===== config.mk =====
export PLATFORM = sky130hd
export DESIGN_NAME = hwmip_top
export DESIGN_NICKNAME = d
export VERILOG_FILES = /design/src/hwmip_pkg.sv /design/src/hwmip_top.sv
export SDC_FILE = /design/constraint.sdc
export NUM_CORES = 1
export LEC_CHECK = 0
export BUFFER_PORTS_ARGS = -buffer_cell sky130_fd_sc_hd__buf_2
export CAP_MARGIN = 20
export CORE_MARGIN = 2
export CORE_UTILIZATION = 32
export CTS_BUF_LIST = sky130_fd_sc_hd__clkbuf_2 sky130_fd_sc_hd__clkbuf_4 sky130_fd_sc_hd__clkbuf_8
export CTS_CLUSTER_SIZE = 16
export DETAILED_ROUTE_END_ITERATION = 8
export PLACE_DENSITY = 0.43
export SLEW_MARGIN = 20
export SYNTH_ARGS = -nofsm -noshare
export SYNTH_HDL_FRONTEND = slang
export SYNTH_SLANG_ARGS = --single-unit

===== constraint.sdc =====
create_clock -name clk_in -period 11.84 [get_ports clk_in]
set_input_delay 0.592 -clock clk_in [delete_from_list [all_inputs] [get_ports clk_in]]
set_output_delay 0.592 -clock clk_in [all_outputs]
set_load 0.02 [all_outputs]

===== src/hwmip_pkg.sv =====
package hwmip_pkg;
  // host port offsets
  localparam logic [2:0] PORT_INDEX = 3'h5;
  localparam logic [2:0] PORT_DATA = 3'h6;
  // index map
  localparam logic [6:0] IDX_CONFIG = 7'h40;
  localparam logic [6:0] IDX_STAT1 = 7'h41;
  localparam logic [6:0] IDX_STAT2 = 7'h42;
  localparam logic [6:0] IDX_SMASK1 = 7'h43;
  localparam logic [6:0] IDX_SMASK2 = 7'h44;
  localparam logic [6:0] IDX_NMASK1 = 7'h45;
  localparam logic [6:0] IDX_NMASK2 = 7'h46;
  localparam logic [6:0] IDX_FANDIV = 7'h47;
  localparam logic [6:0] IDX_PARTID = 7'h49;
  localparam logic [6:0] IDX_PROPSEL = 7'h4c;
  localparam logic [6:0] IDX_FANBEEP = 7'h4d;
  localparam logic [6:0] IDX_BANKSEL = 7'h4e;
  localparam logic [6:0] IDX_MAKERID = 7'h4f;
  localparam logic [6:0] IDX_ALTCFG = 7'h52;
  localparam logic [6:0] IDX_STEP = 7'h5f;
  localparam logic [6:0] IDX_SCRATCH_END = 7'h1f;
  localparam logic [6:0] IDX_VALUE_END = 7'h7f;
  localparam logic [6:0] IDX_T2_LO = 7'h50;
  localparam logic [6:0] IDX_T2_HI = 7'h56;
  // reset values
  localparam logic [7:0] RST_CONFIG = 8'h08;
  localparam logic [7:0] RST_NMASK2 = 8'h20;
  localparam logic [7:0] RST_FANDIV = 8'h50;
  localparam logic [7:0] RST_FANBEEP = 8'h15;
  localparam logic [7:0] RST_BANKSEL = 8'h80;
  localparam logic [7:0] RST_STEP = 8'h05;
  // arbitrary identity values
  localparam logic [7:0] PART_ID_VAL = 8'h5a;
  localparam logic [7:0] MAKER_ID_VAL = 8'ha5;
  // field positions
  localparam int CFG_START = 0;
  localparam int CFG_SMI_EN = 1;
  localparam int CFG_HALT = 3;
  localparam int CFG_INIT = 7;
  localparam int PROP_STEP = 1;
  localparam int ALT_LATCH = 2;
  localparam int BUSY_BIT = 7;

  typedef struct packed {
    logic rd;
    logic wr;
    logic [2:0] addr;
    logic [7:0] wdata;
  } hwmip_req_t;

  typedef enum logic [1:0] {
    OVT_IDLE,
    OVT_HIGH,
    OVT_COOLING
  } hwmip_ovt_t;
endpackage


===== src/hwmip_top.sv =====
`timescale 1ns/1ps
// Notes on behaviour
// - comparator mode: alert while over limit, until below hysteresis
// - latched mode: over limit latches alert until sensor 2 read (bank 1, 50h-56h)
// - latched mode: after clear, fall below hysteresis relatches alert
// - latched mode: no reassert while above hysteresis after clear
// - step mode bit set: pulse alert entering next step level
// - step mode fires rising and falling, on every level crossing; no hysteresis
// - step size taken from granularity register 5Fh
// - step mode overrides comparator and latched modes
// - index port: pointer bits 6:0, busy bit 7, reset zero
// - busy set by index write or serial transaction
// - data port access clears busy set by index write
// - data port reads/writes the indexed byte
// - access at 41h/43h/45h moves pointer to paired register
// - scratch RAM access increments pointer, stopping at 1Fh
// - value RAM 60-7Fh increments, stops at 7Fh; 20-3Fh does not
// - config bit 7 restores defaults then clears itself
// - config bit 3 disables interrupt output and halts monitoring
// - config bit 1 enables interrupt output
// - config bit 0 starts monitoring, zero means standby
// - writing config zero leaves asserted interrupts untouched
module hwmip_top (
  input wire logic clk_in,
  input wire logic srst_in,
  input wire hwmip_pkg::hwmip_req_t req_in,
  output logic [7:0] rdata_out,
  input wire logic serial_busy_in,
  input wire logic [8:0] temp2_in,
  input wire logic [8:0] over_limit_in,
  input wire logic [8:0] hysteresis_limit_in,
  input wire logic [7:0] status_one_in,
  input wire logic [7:0] status_two_in,
  output logic monitor_run_out,
  output logic over_temp_alert_n_out,
  output logic sysmgmt_interrupt_n_out
);

  ////////////////////////////////////////////////////////////////////
  logic serial_meta_r, serial_sync_r;
  logic [7:0] temp_meta_r, temp_sync_r;

  always_ff @(posedge clk_in) begin
    serial_meta_r <= serial_busy_in;
    serial_sync_r <= serial_meta_r;
    temp_meta_r <= temp2_in[8:1];
    temp_sync_r <= temp_meta_r;
  end

  function automatic logic in_range(input logic [6:0] v,
      input logic [6:0] lo, input logic [6:0] hi);
    in_range = (v >= lo) && (v <= hi);
  endfunction

  ////////////////////////////////////////////////////////////////////
  logic [6:0] index_r, index_nxt;
  logic busy_r;
  logic [7:0] config_r, smask1_r, smask2_r, nmask1_r, nmask2_r;
  logic [7:0] fandiv_r, propsel_r, fanbeep_r, banksel_r, altcfg_r;
  logic [7:0] step_r;
  logic [7:0] scratch_r [0:31];
  logic [7:0] value_r [0:31];
  logic [7:0] rdata_r;

  wire idx_wr = req_in.wr && req_in.addr == hwmip_pkg::PORT_INDEX;
  wire dat_wr = req_in.wr && req_in.addr == hwmip_pkg::PORT_DATA;
  wire dat_rd = req_in.rd && req_in.addr == hwmip_pkg::PORT_DATA;
  wire idx_rd = req_in.rd && req_in.addr == hwmip_pkg::PORT_INDEX;
  wire dat_acc = dat_wr || dat_rd;
  wire [3:0] bank = banksel_r[3:0];
  wire is_bank_reg = in_range(index_r, 7'h50, hwmip_pkg::IDX_STEP);
  wire is_scratch = in_range(index_r, 7'h00, hwmip_pkg::IDX_SCRATCH_END);
  wire is_value = index_r[5];
  wire is_value_inc = in_range(index_r, 7'h60, hwmip_pkg::IDX_VALUE_END);
  wire soft_init = config_r[hwmip_pkg::CFG_INIT];
  wire t2_read = dat_rd && bank == 4'h1 &&
      in_range(index_r, hwmip_pkg::IDX_T2_LO, hwmip_pkg::IDX_T2_HI);

  // pointer advance
  always_comb begin
    index_nxt = index_r;
    if (idx_wr)
      index_nxt = req_in.wdata[6:0];
    else if (dat_acc) begin
      if (index_r == hwmip_pkg::IDX_STAT1 ||
          index_r == hwmip_pkg::IDX_SMASK1 ||
          index_r == hwmip_pkg::IDX_NMASK1)
        index_nxt = index_r + 7'h01;
      else if (is_scratch && index_r != hwmip_pkg::IDX_SCRATCH_END)
        index_nxt = index_r + 7'h01;
      else if (is_value_inc && index_r != hwmip_pkg::IDX_VALUE_END)
        index_nxt = index_r + 7'h01;
    end
  end

  always_ff @(posedge clk_in) begin
    if (srst_in) begin
      index_r <= 7'h00;
      busy_r <= 1'b0;
    end else begin
      index_r <= index_nxt;
      if (idx_wr)
        busy_r <= 1'b1;
      else if (dat_acc)
        busy_r <= 1'b0;
    end
  end

  // register writes; soft init restores every register below, but not the index pointer or RAMs
  always_ff @(posedge clk_in) begin
    if (srst_in || soft_init) begin
      config_r <= hwmip_pkg::RST_CONFIG;
      smask1_r <= 8'h00;
      smask2_r <= 8'h00;
      nmask1_r <= 8'h00;
      nmask2_r <= hwmip_pkg::RST_NMASK2;
      fandiv_r <= hwmip_pkg::RST_FANDIV;
      propsel_r <= 8'h00;
      fanbeep_r <= hwmip_pkg::RST_FANBEEP;
      banksel_r <= hwmip_pkg::RST_BANKSEL;
      altcfg_r <= 8'h00;
      step_r <= hwmip_pkg::RST_STEP;
    end else if (dat_wr) begin
      unique case (index_r)
        hwmip_pkg::IDX_CONFIG: config_r <= req_in.wdata;
        hwmip_pkg::IDX_SMASK1: smask1_r <= req_in.wdata;
        hwmip_pkg::IDX_SMASK2: smask2_r <= req_in.wdata;
        hwmip_pkg::IDX_NMASK1: nmask1_r <= req_in.wdata;
        hwmip_pkg::IDX_NMASK2: nmask2_r <= req_in.wdata;
        hwmip_pkg::IDX_FANDIV: fandiv_r <= req_in.wdata;
        hwmip_pkg::IDX_PROPSEL: propsel_r <= req_in.wdata;
        hwmip_pkg::IDX_FANBEEP: fanbeep_r <= req_in.wdata;
        hwmip_pkg::IDX_BANKSEL: banksel_r <= req_in.wdata;
        hwmip_pkg::IDX_ALTCFG: begin
          if (bank == 4'h1 || bank == 4'h2)
            altcfg_r <= req_in.wdata;
        end
        hwmip_pkg::IDX_STEP: begin
          if (bank == 4'h0)
            step_r <= req_in.wdata;
        end
        default: ;
      endcase
    end
  end

  always_ff @(posedge clk_in) begin
    if (dat_wr && is_scratch)
      scratch_r[index_r[4:0]] <= req_in.wdata;
    if (dat_wr && is_value)
      value_r[index_r[4:0]] <= req_in.wdata;
  end

  // read mux
  logic [7:0] reg_rd;
  always_comb begin
    reg_rd = 8'h00;
    unique case (index_r)
      hwmip_pkg::IDX_CONFIG: reg_rd = config_r;
      hwmip_pkg::IDX_STAT1: reg_rd = status_one_in;
      hwmip_pkg::IDX_STAT2: reg_rd = status_two_in;
      hwmip_pkg::IDX_SMASK1: reg_rd = smask1_r;
      hwmip_pkg::IDX_SMASK2: reg_rd = smask2_r;
      hwmip_pkg::IDX_NMASK1: reg_rd = nmask1_r;
      hwmip_pkg::IDX_NMASK2: reg_rd = nmask2_r;
      hwmip_pkg::IDX_FANDIV: reg_rd = fandiv_r;
      hwmip_pkg::IDX_PARTID: reg_rd = hwmip_pkg::PART_ID_VAL;
      hwmip_pkg::IDX_PROPSEL: reg_rd = propsel_r;
      hwmip_pkg::IDX_FANBEEP: reg_rd = fanbeep_r;
      hwmip_pkg::IDX_BANKSEL: reg_rd = banksel_r;
      hwmip_pkg::IDX_MAKERID: reg_rd = hwmip_pkg::MAKER_ID_VAL;
      hwmip_pkg::IDX_ALTCFG:
        reg_rd = (bank == 4'h1 || bank == 4'h2) ? altcfg_r : 8'h00;
      hwmip_pkg::IDX_STEP: reg_rd = (bank == 4'h0) ? step_r : 8'h00;
      default: reg_rd = 8'h00;
    endcase
    if (is_scratch)
      reg_rd = scratch_r[index_r[4:0]];
    else if (is_value)
      reg_rd = value_r[index_r[4:0]];
    else if (is_bank_reg && index_r != hwmip_pkg::IDX_ALTCFG &&
        index_r != hwmip_pkg::IDX_STEP)
      reg_rd = 8'h00;
  end

  wire busy_flag = busy_r || serial_sync_r;

  always_ff @(posedge clk_in) begin
    if (srst_in)
      rdata_r <= 8'h00;
    else if (idx_rd)
      rdata_r <= {busy_flag, index_r};
    else if (dat_rd)
      rdata_r <= reg_rd;
  end
  assign rdata_out = rdata_r;

  ////////////////////////////////////////////////////////////////////
  // monitoring control
  wire running = config_r[hwmip_pkg::CFG_START] &&
      !config_r[hwmip_pkg::CFG_HALT];
  assign monitor_run_out = running;

  wire [7:0] t_now = temp_sync_r;
  wire over = $signed(t_now) > $signed(over_limit_in[8:1]);
  wire below_hyst = $signed(t_now) < $signed(hysteresis_limit_in[8:1]);
  wire step_mode = propsel_r[hwmip_pkg::PROP_STEP];
  wire latch_mode = altcfg_r[hwmip_pkg::ALT_LATCH];

  hwmip_pkg::hwmip_ovt_t ovt_r;
  logic alert_r, pulse_r;
  logic [7:0] level_r;
  wire [7:0] gran = (step_r == 8'h00) ? 8'h01 : step_r;
  wire [7:0] level_now = (t_now[7] ? 8'h00 : t_now) / gran;

  always_ff @(posedge clk_in) begin
    if (srst_in || soft_init) begin
      ovt_r <= hwmip_pkg::OVT_IDLE;
      alert_r <= 1'b0;
      pulse_r <= 1'b0;
      level_r <= 8'h00;
    end else if (running) begin
      pulse_r <= 1'b0;
      level_r <= level_now;
      if (level_now != level_r)
        pulse_r <= 1'b1;
      if (!latch_mode) begin
        ovt_r <= hwmip_pkg::OVT_IDLE;
        if (over)
          alert_r <= 1'b1;
        else if (below_hyst)
          alert_r <= 1'b0;
      end else begin
        unique case (ovt_r)
          hwmip_pkg::OVT_IDLE: if (over) begin
            alert_r <= 1'b1;
            ovt_r <= hwmip_pkg::OVT_HIGH;
          end
          hwmip_pkg::OVT_HIGH: if (t2_read) begin
            alert_r <= 1'b0;
            ovt_r <= hwmip_pkg::OVT_COOLING;
          end
          hwmip_pkg::OVT_COOLING: if (below_hyst) begin
            alert_r <= 1'b1;
            ovt_r <= hwmip_pkg::OVT_IDLE;
          end
        endcase
        // a new over-limit event wins over the read clear
        if (t2_read && ovt_r == hwmip_pkg::OVT_IDLE && !over)
          alert_r <= 1'b0;
      end
    end else begin
      pulse_r <= 1'b0;
      if (t2_read && latch_mode && alert_r)
        alert_r <= 1'b0;
    end
  end

  // step mode wins over other modes, outputs active low
  assign over_temp_alert_n_out = step_mode ? !pulse_r : !alert_r;

  wire [15:0] stat_unmasked = {status_two_in & ~smask2_r,
      status_one_in & ~smask1_r};
  logic smi_r;
  always_ff @(posedge clk_in) begin
    if (srst_in || soft_init)
      smi_r <= 1'b0;
    else if (|stat_unmasked)
      smi_r <= 1'b1;
    else if (dat_rd && (index_r == hwmip_pkg::IDX_STAT1 ||
        index_r == hwmip_pkg::IDX_STAT2))
      smi_r <= 1'b0;
  end
  // pin stays driven once raised, until the status read clears it
  logic smi_pin_r;
  wire smi_en = config_r[hwmip_pkg::CFG_SMI_EN];
  always_ff @(posedge clk_in) begin
    if (srst_in || soft_init)
      smi_pin_r <= 1'b0;
    else
      smi_pin_r <= smi_r && (smi_en || smi_pin_r);
  end
  assign sysmgmt_interrupt_n_out = !(smi_r && (smi_en || smi_pin_r) &&
      !config_r[hwmip_pkg::CFG_HALT]);
endmodule


==> out/results.ini, run 1 <==
[timing]
worst_relative_slew_slack_pct = 24.0
report.final.setup_viol = 0
timing.clock.skew_ps = 63.2
max_slew.worst_pin.slew_ps = 1140
finalMaxSlewViolations = 0
setup-tns-final_ps = 0
timing_hold_violations_final = 0
timing.final.crit_share_pct = 92.3
hold-worst-slack_ps = 240
clock.fmax_mhz = 91.5
post-route-min-period_ps = 10920
grt_setup_unrepaired = false
fin_ws_ps = 917

[final_layout]
layout-drive-gt1-share_pct = 21.4
area.growth.synth_to_final_pct = 13.9
layout.filler_cells = 8278
final_cell_mix = edfxtp_1, nand2_1, mux4_2
multiInputGateArea_um2 = 9080
design_area_um2 = 31800
stdcell_count = 3279
nets = 2147
seqCellArea_um2 = 18200
most_common_library_cell_in_the_layout_ignoring_fill_and_taps = edfxtp_1
core_occupancy_in_the_finished_layout_pct = 36.7

[pwr]
vdd_drop_max_mv = 0.0769
power_mw = 4.96
powerDensity_nw_per_um2 = 156
cellLeakagePower_nw = 10.4

[detailed_routing]
drc = 0
remaining_antenna_violation_count_after_routing = 0
drt_wl_total_um = 81000
drt-pass1-iter-count = 5
initialDrtViolationCount = 1394
routed_wire_length_per_instance_um = 24.7
vias = 17100
avgViaCountPerCell = 5.20

[grt]
gr-usage-met2_pct = 29.8
number_of_antenna_violations_at_the_first_check_in_global_routing = 2
grt_met3_use_pct = 3.63
grt.busiest_layer = met2
first_global_vias = 17500
grt.overflow.total = 0
first_pass_grt_wire_length_um = 118000
grt_resource_usage_total_pct = 17.9
largest_net_degree_at_the_start_of_global_routing = 90
grtUsageMet1_pct = 23.5

[run_status]
status = complete, no violations

[placed_design]
detailed_place_hpwl_um = 50300
gp_routability_congestion = 0.822
dpl_cell_area_um2 = 29500
dp_cells = 3061
io_buffers = 66
preCtsSetupSlack_ps = 472

[logic_synthesis]
synthesis.area_um2 = 27900
yosysWarningCount = 0
number_of_enable_flip_flop_cells_after_synthesis = 512
synth.net_count = 2035
post-synth-top-area-fraction_pct = 55.0
synth-seq-cells = 653
synthesis.instances = 1917
ys_top_cells_by_area = edfxtp_1, mux4_2, dfxtp_1
synth_top_cell_by_area = edfxtp_1
async_flop_share_pct = 0
post_synth_num_cell_types = 77
seq_area_frac_synth_pct = 65.1
postSynth.topFlopCell = edfxtp_1
syn-mean-instance-area_um2 = 14.6

[cts]
clock_tree_from_tritoncts = yes
cts_buffers = 110
tritoncts_num_sinks = 653
cts.htree.levels = 3
cts_max_path_buffers = 3
clock_transition_at_the_registers_of_the_reported_paths_ps = 60
clock_insertion_delay_worst_skew_ps = 740
cts_root_buffer = clkbuf_8

[setup_path]
setup.worst_path.end_class = flip-flop
worst_ep_arrival_time_ps = 11550
max_stage_delay_ps = 410
crit_path_frequent_cell = ha_1
critical-path-slowest-cell = a2111oi_1
timing.critical_path.fanout_max = 7
worst_setup_path_class = flip-flop to flip-flop
worst_setup_path_start_kind = flip-flop
rrSetupSlack_ps = 920
critPathRequiredTime_ps = 12460

[floorplan]
design.core.area_um2 = 86600
chipWidth_um = 299
io_pins = 70
placement_rows = 108
floorplan.die_area_um2 = 89700
chip_height_um = 299
initial_utilization_pct = 32.2

[worst_hold_path]
holdCritPathClass = input pin to flip-flop

[job]
max_cap_viol_count = 0

==> path summary, 6_finish.rpt <==
| path | startpoint | endpoint | depth (start not counted) |
|---|---|---|---|
| hold / removal | status_two_in[6] | smi_r | 3 |
| setup reg to reg | step_r[7] | pulse_r | 45 |
| hold reg to reg | temp_meta_r[6] | t_now[6] | 0 |
| setup / recovery | step_r[7] | pulse_r | 45 |
==> sequential cells by signal (all words and copies together), names as in the netlist, 2 cells and up, named ones only <==
register     cells
level_r          8
ovt_r            2
smask2_r         8
temp_meta_r      8
index_r          7
nmask2_r         8
propsel_r        8
t_now            8
rdata_out        8
smask1_r         8
banksel_r        8
altcfg_r         8
config_r         8
fanbeep_r        8
fandiv_r         8
value_r        256
step_r           8
nmask1_r         8
scratch_r      256
==> final cells by class <==
| cell class | instances | share of cell area [%] |
|---|---|---|
| Multi-Input combinational cell | 1099 | 28.6 |
| Inverter | 55 | 0.649 |
| Timing Repair Buffer | 110 | 2.19 |
| Tap cell | 1155 | 4.54 |
| Clock inverter | 59 | 1.00 |
| Sequential cell | 653 | 57.2 |
| Antenna cell | 2 | 0.0157 |
| Clock buffer | 146 | 5.81 |
==> synthesized netlist by cell type (15+ instances only) <==
| cell type | n |
|---|---|
| a21oi_1 | 121 |
| a221oi_1 | 15 |
| a22oi_1 | 55 |
| and2_1 | 20 |
| and3_1 | 38 |
| buf_2 | 16 |
| clkbuf_1 | 79 |
| dfxtp_1 | 141 |
| edfxtp_1 | 512 |
| ha_1 | 59 |
| inv_1 | 54 |
| mux2_2 | 17 |
| mux4_2 | 140 |
| nand2_1 | 241 |
| nand3_1 | 38 |
| nand4_1 | 16 |
| nor2_1 | 92 |
| nor2b_1 | 27 |
| nor3_1 | 15 |
==> worst max-delay path, delay by kind of cell (launching register included) <==
family | cells | cell delay (ps)
buffers and inverters | 3 | 410
AOI/OAI and AO/OA | 23 | 5180
muxes | 4 | 1490
xor gates and xnor gates | 1 | 130
DFF | 1 | 330
and+or+nand+nor | 7 | 980
adders and majority gates | 7 | 2270
==> where the power goes <==
group	switching [mW]	leakage [nW]	internal, mW
registers	0.0177	5.75	2.48
logic	0.267	3.48	0.216
clock network	0.943	1.15	1.04
total	1.23	10.4	3.74
==> cells by family after synthesis <==
kind of cell	count (synthesis)	share of synthesized area (%)
flip-flops	653	65.1
AND/OR/NAND/NOR	528	8.94
AO/OA/AOI/OAI	324	7.88
multiplexers	167	12.4
buffers and inverters	165	2.38
adder cells (fa/ha/maj)	59	2.64
XOR/XNOR	20	0.627
other	1	0.0134
==> routing by layer <==
metal | up-vias | routed length, um
met1 | 8785 | 35400
met5 | - | 0
met3 | 146 | 4440
met2 | 452 | 39100
met4 | 0 | 2070
li1 | 7673 | -
==> timing repair <==
| action | CTS | global route |
|---|---|---|
| hold buffers | 9 | 0 |
| gates resized for setup | 0 | 4 |
| buffers inserted | 0 | 2 |
| setup endpoints to repair | 0 | 2 |
| endpoints found under the hold margin | 9 | 0 |
Note: power is estimated with default switching activity, not from simulation.
==> run 2, diff against run 1 <==
PLACE_DENSITY = 0.45   (was 0.43)
clock period = 9.55 ns   (was 11.84 ns; I/O delays follow)
==> run 2 against run 1 <==
  * Non-clock buffer count is 54 higher
  * Via count is 1.9% higher
  * Sequential share of layout area is 1.5 points lower
  * Count of clock-buffer cells in the layout up 17
  * Register-to-register slack lost 870 ps
  * Final area up 2.7%
  * Sequential power up 24%
  * Critical path type unchanged
  * Critical endpoint unchanged
  * Highest routed layer unchanged
==> out/results.ini, run 2 (synthesized netlist as in run 1, its figures left out) <==
[setup_path]
rr_endpoint = pulse_r
crit_path_frequent_cell = ha_4
crit_path_launch = step_r[7]
max_stage_delay_ps = 380
worst_setup_path_endpoint = pulse_r
worst_r2r_startpoint = step_r[7]
timing.critical_path.fanout_max = 7
r2r.worst_path.cells = 45
worst_setup_path_start_kind = flip-flop
worst_ep_arrival_time_ps = 10090
setup.worst_path.end_class = flip-flop
critical-path-slowest-cell = a211oi_4
critPathRequiredTime_ps = 10140
rrSetupSlack_ps = 50
worst_setup_path_class = flip-flop to flip-flop

[detailed_routing]
routed_wire_length_per_instance_um = 24.1
avgViaCountPerCell = 5.21
initialDrtViolationCount = 1283
drt-pass1-iter-count = 5
vias = 17400
drc = 0
remaining_antenna_violation_count_after_routing = 0
drt_wl_total_um = 80300

[floorplan]
design.core.area_um2 = 86600
chip_height_um = 299
io_pins = 70
placement_rows = 108
floorplan.die_area_um2 = 89700
chipWidth_um = 299
initial_utilization_pct = 32.2

[worst_hold_path]
min_path_cells = 3
holdCritPathClass = input pin to flip-flop

[final_layout]
area.growth.synth_to_final_pct = 16.9
stdcell_count = 3336
nets = 2203
seqCellArea_um2 = 18200
layout-drive-gt1-share_pct = 25.6
layout.filler_cells = 8215
final_cell_mix = edfxtp_1, nand2_1, mux4_2
most_common_library_cell_in_the_layout_ignoring_fill_and_taps = edfxtp_1
core_occupancy_in_the_finished_layout_pct = 37.7
multiInputGateArea_um2 = 9380

[cts]
cts_root_buffer = clkbuf_8
tritoncts_num_sinks = 653
cts.htree.levels = 3
cts_buffers = 112
cts_max_path_buffers = 3
clock_tree_from_tritoncts = yes
clock_insertion_delay_worst_skew_ps = 750
clock_transition_at_the_registers_of_the_reported_paths_ps = 60

[timing]
clock.fmax_mhz = 105
timing.clock.skew_ps = 63.3
post-route-min-period_ps = 9500
timing_hold_violations_final = 0
timing.final.crit_share_pct = 99.5
worst_relative_slew_slack_pct = 29.0
max_slew.worst_pin.slew_ps = 1070
hold-worst-slack_ps = 111
finalMaxSlewViolations = 0
report.final.setup_viol = 0
grt_setup_unrepaired = true

[grt]
first_pass_grt_wire_length_um = 119000
largest_net_degree_at_the_start_of_global_routing = 77
grt_resource_usage_total_pct = 17.9
first_global_vias = 17700
grt.overflow.total = 0
number_of_antenna_violations_at_the_first_check_in_global_routing = 3

[placed_design]
gp_routability_congestion = 0.877
io_buffers = 66
detailed_place_hpwl_um = 50500
dp_cells = 3103

[run_status]
status = complete, no violations

[pwr]
power_mw = 6.44
powerDensity_nw_per_um2 = 197
cellLeakagePower_nw = 10.8
vdd_drop_max_mv = 0.127

[job]
max_cap_viol_count = 0

[run 2: final cells by class]
| class | instances | share of cell area [%] |
|---|---|---|
| Timing Repair Buffer | 164 | 3.40 |
| Multi-Input combinational cell | 1099 | 28.7 |
| Sequential cell | 653 | 55.7 |
| Inverter | 55 | 0.632 |
| Clock buffer | 163 | 6.04 |
| Tap cell | 1155 | 4.42 |
| Antenna cell | 3 | 0.0230 |
| Clock inverter | 44 | 1.01 |
[run 2: power by group]
group | switching, mW | internal [mW] | total, mW
logic | 0.376 | 0.381 | 0.757
registers | 0.0200 | 3.07 | 3.09
clock network | 1.20 | 1.40 | 2.59
total | 1.59 | 4.85 | 6.44
[run 2: metrics by stage]
stage,cell area [um^2],setup TNS [ps],setup slack (ps)
final,32700,0,45.1
after floorplan,28100,0,11.7
after global routing,32700,-585,-459
after CTS,32400,-117,-117
after global placement,30000,-10.2,-10.2
after detailed placement,30000,-253,-253
[run 2: repair_timing]
item | in CTS | in global routing
hold endpoints to repair | 9 | 0
gates resized for setup | 6 | 29
gates cloned | 0 | 0
buffers inserted | 3 | 11
pin swaps | 6 | 27
hold buffers | 9 | 0
setup endpoints to repair | 2 | 2
[run 2: layer usage]
metal  vias up  GRT usage (%)  share of wire [%]
li1       7787              -                  -
met1      8973           25.1                 46
met2       499           28.4                 47
met3       126           3.31                5.4
met4         0           5.13                2.2
met5         -              0                  0
[run 2: critical path: cells and delay by family, from the launching register on]
family	cells	cell delay, ps
AO/OA/AOI/OAI	20	3960
XOR/XNOR	1	180
adder cells (fa/ha/maj)	7	1880
buffers and inverters	4	490
flip-flops	1	360
multiplexers	4	1260
AND/OR/NAND/NOR	9	1200
[run 2: worst min path at each step]
stage                                start             to  slack (ps)
after floorplan              serial_meta_r  serial_sync_r         310
after global placement      temp_meta_r[5]       t_now[5]         310
after detailed placement    temp_meta_r[4]       t_now[4]         310
after CTS                 status_one_in[2]          smi_r          40
after global routing      status_one_in[2]          smi_r         130
final                     status_one_in[2]          smi_r         110
==> run 3, diff against run 2 <==
PLACE_DENSITY = default   (was 0.45)
==> run 3 against run 2 <==
  * Clock power shrank 8.5%
  * Final cell count down 0.99%
  * Power fell by 3.2%
  * Combinational power is 2.8% higher
  * Sequential cell count stayed put
  * Global-route usage decreased by 1.6 points
  * Critical path depth is 1 lower
  * Fmax fell by 0.17%
  * First-iteration DRC count is 45% higher
  * Sequential power hardly changed
  * Non-clock buffer count is 13 lower
==> out/results.ini, run 3 (synthesized netlist as in run 1, its figures left out) <==
[run_status]
status = complete, no violations

[pwr]
power.share.sequential_pct = 49.5
power_mw = 6.24
p_sw_share_pct = 24.7
comb_power_share_pct = 12.5
net-switching-power_mw = 1.54
cellLeakagePower_nw = 10.6
powerDensity_nw_per_um2 = 193
internal_power_mw = 4.70
vdd_drop_max_mv = 0.107
clock_power_share_pct = 38.0

[setup_path]
category_of_cells_accounting_for_the_largest_share_of_critical_path_delay = compound AO/OA/AOI/OAI gates
crit_path_launch = step_r[7]
critPathRequiredTime_ps = 10090
worst_r2r_startpoint = step_r[7]
timing.critical_path.fanout_max = 8
crit_path_frequent_cell = ha_4
setup.worst_path.end_class = flip-flop
number_of_buffers_and_inverters_on_the_critical_path = 4
critical-path-slowest-cell = a211oi_4
worst_setup_path_start_kind = flip-flop
worst_setup_path_class = flip-flop to flip-flop
max_stage_delay_ps = 380
worst_ep_arrival_time_ps = 10060

[floorplan]
io_pins = 70
initial_utilization_pct = 32.2
floorplan.die_area_um2 = 89700
chip_height_um = 299
design.core.area_um2 = 86600
chipWidth_um = 299
placement_rows = 108

[cts]
tritoncts_num_sinks = 653
cts_root_buffer = clkbuf_8
clock_tree_from_tritoncts = yes
cts.htree.levels = 3
clock_transition_at_the_registers_of_the_reported_paths_ps = 60
clock_insertion_delay_worst_skew_ps = 760
cts_buffers = 103
cts_max_path_buffers = 3

[timing]
timing.final.crit_share_pct = 99.7
max_slew.worst_pin.slew_ps = 1190
timing.clock.skew_ps = 69.6
post-route-min-period_ps = 9520
finalMaxSlewViolations = 0
timing_hold_violations_final = 0
fin_ws_ps = 29.4
grt_setup_unrepaired = true
report.final.setup_viol = 0
clock.fmax_mhz = 105
worst_relative_slew_slack_pct = 18.5

[detailed_routing]
vias = 17500
initialDrtViolationCount = 1862
drt-pass1-iter-count = 6
drt_wl_total_um = 74400
drc = 0
routed_wire_length_per_instance_um = 22.5
avgViaCountPerCell = 5.29
remaining_antenna_violation_count_after_routing = 0

[placed_design]
gp_routability_congestion = 0.884
preCtsSetupSlack_ps = -298
detailed_place_hpwl_um = 47700
io_buffers = 66

[final_layout]
layout.filler_cells = 8052
multiInputGateArea_um2 = 9390
nets = 2181
seqCellArea_um2 = 18200
final_cell_mix = edfxtp_1, nand2_1, mux4_2
area.growth.synth_to_final_pct = 15.8
layout-drive-gt1-share_pct = 24.2
most_common_library_cell_in_the_layout_ignoring_fill_and_taps = edfxtp_1

[grt]
number_of_antenna_violations_at_the_first_check_in_global_routing = 7
largest_net_degree_at_the_start_of_global_routing = 89
grt.overflow.total = 0
first_pass_grt_wire_length_um = 111000
first_global_vias = 17500
grt_resource_usage_total_pct = 16.3

[worst_hold_path]
holdCritPathClass = input pin to flip-flop
timing.hold.worst.start = status_two_in[6]

[job]
max_cap_viol_count = 0

[run 3: cell type report]
type | count | area share [%]
well taps | 1155 | 4.47
multi-input cells | 1099 | 29.0
repair buffers | 151 | 3.15
diodes | 3 | 0.0232
inverters | 55 | 0.638
clock inverters | 55 | 1.30
flip-flops and latches | 653 | 56.3
clock buffers | 132 | 5.09
[run 3: what timing repair did]
action	4_1_cts	5_1_grt
hold buffers	9	0
resized for setup	7	24
endpoints found under the hold margin	9	0
setup endpoints to repair	2	2
setup buffers	11	8
pin swaps	15	27
[run 3: power groups by stage]
stage               Sequential, mW  Clock, mW  Combinational (mW)
floorplan                     3.14          0               0.456
global placement              3.15          0               0.657
detailed placement            3.15          0               0.682
CTS                           3.09       2.43               0.711
global route                  3.09       2.54               0.841
finish                        3.09       2.37               0.778
[run 3: per-stage QoR]
stage	std cells	area (um^2)	TNS, ps	hold slack [ps]	utilization, %
after global routing	3301	32300	-634	149	37.3
after global placement	3086	29800	-17.9	310	34.5
after CTS	3292	32100	0	95.4	37.1
final	3303	32300	0	156	37.3
after floorplan	1917	28100	0	310	-
after detailed placement	3086	29800	-298	312	34.5
[run 3: final timing paths]
| check | to | slack, ps | depth (start not counted) |
|---|---|---|---|
| max | pulse_r | 30 | 44 |
| min | smi_r | 160 | 3 |
| max reg2reg | pulse_r | 30 | 44 |
| min reg2reg | t_now[6] | 330 | 0 |
[run 3: layer usage]
layer,part of all wire (%),track usage [%],vias up,wire length (um)
met5,0.050,0,-,37
met2,48,26.8,723,36100
li1,-,-,7733,-
met3,8.0,3.64,126,5940
met1,41,21.4,8901,30700
met4,2.3,5.15,6,1690
[run 3: worst register-to-register path, delay by kind of cell, from the launching register on]
kind	cells	cell delay, ps
buffers and inverters	4	530
DFF	1	340
xor gates and xnor gates	1	180
AOI/OAI and AO/OA	19	3770
muxes	5	1620
adders and majority gates	7	1790
and+or+nand+nor	8	1150
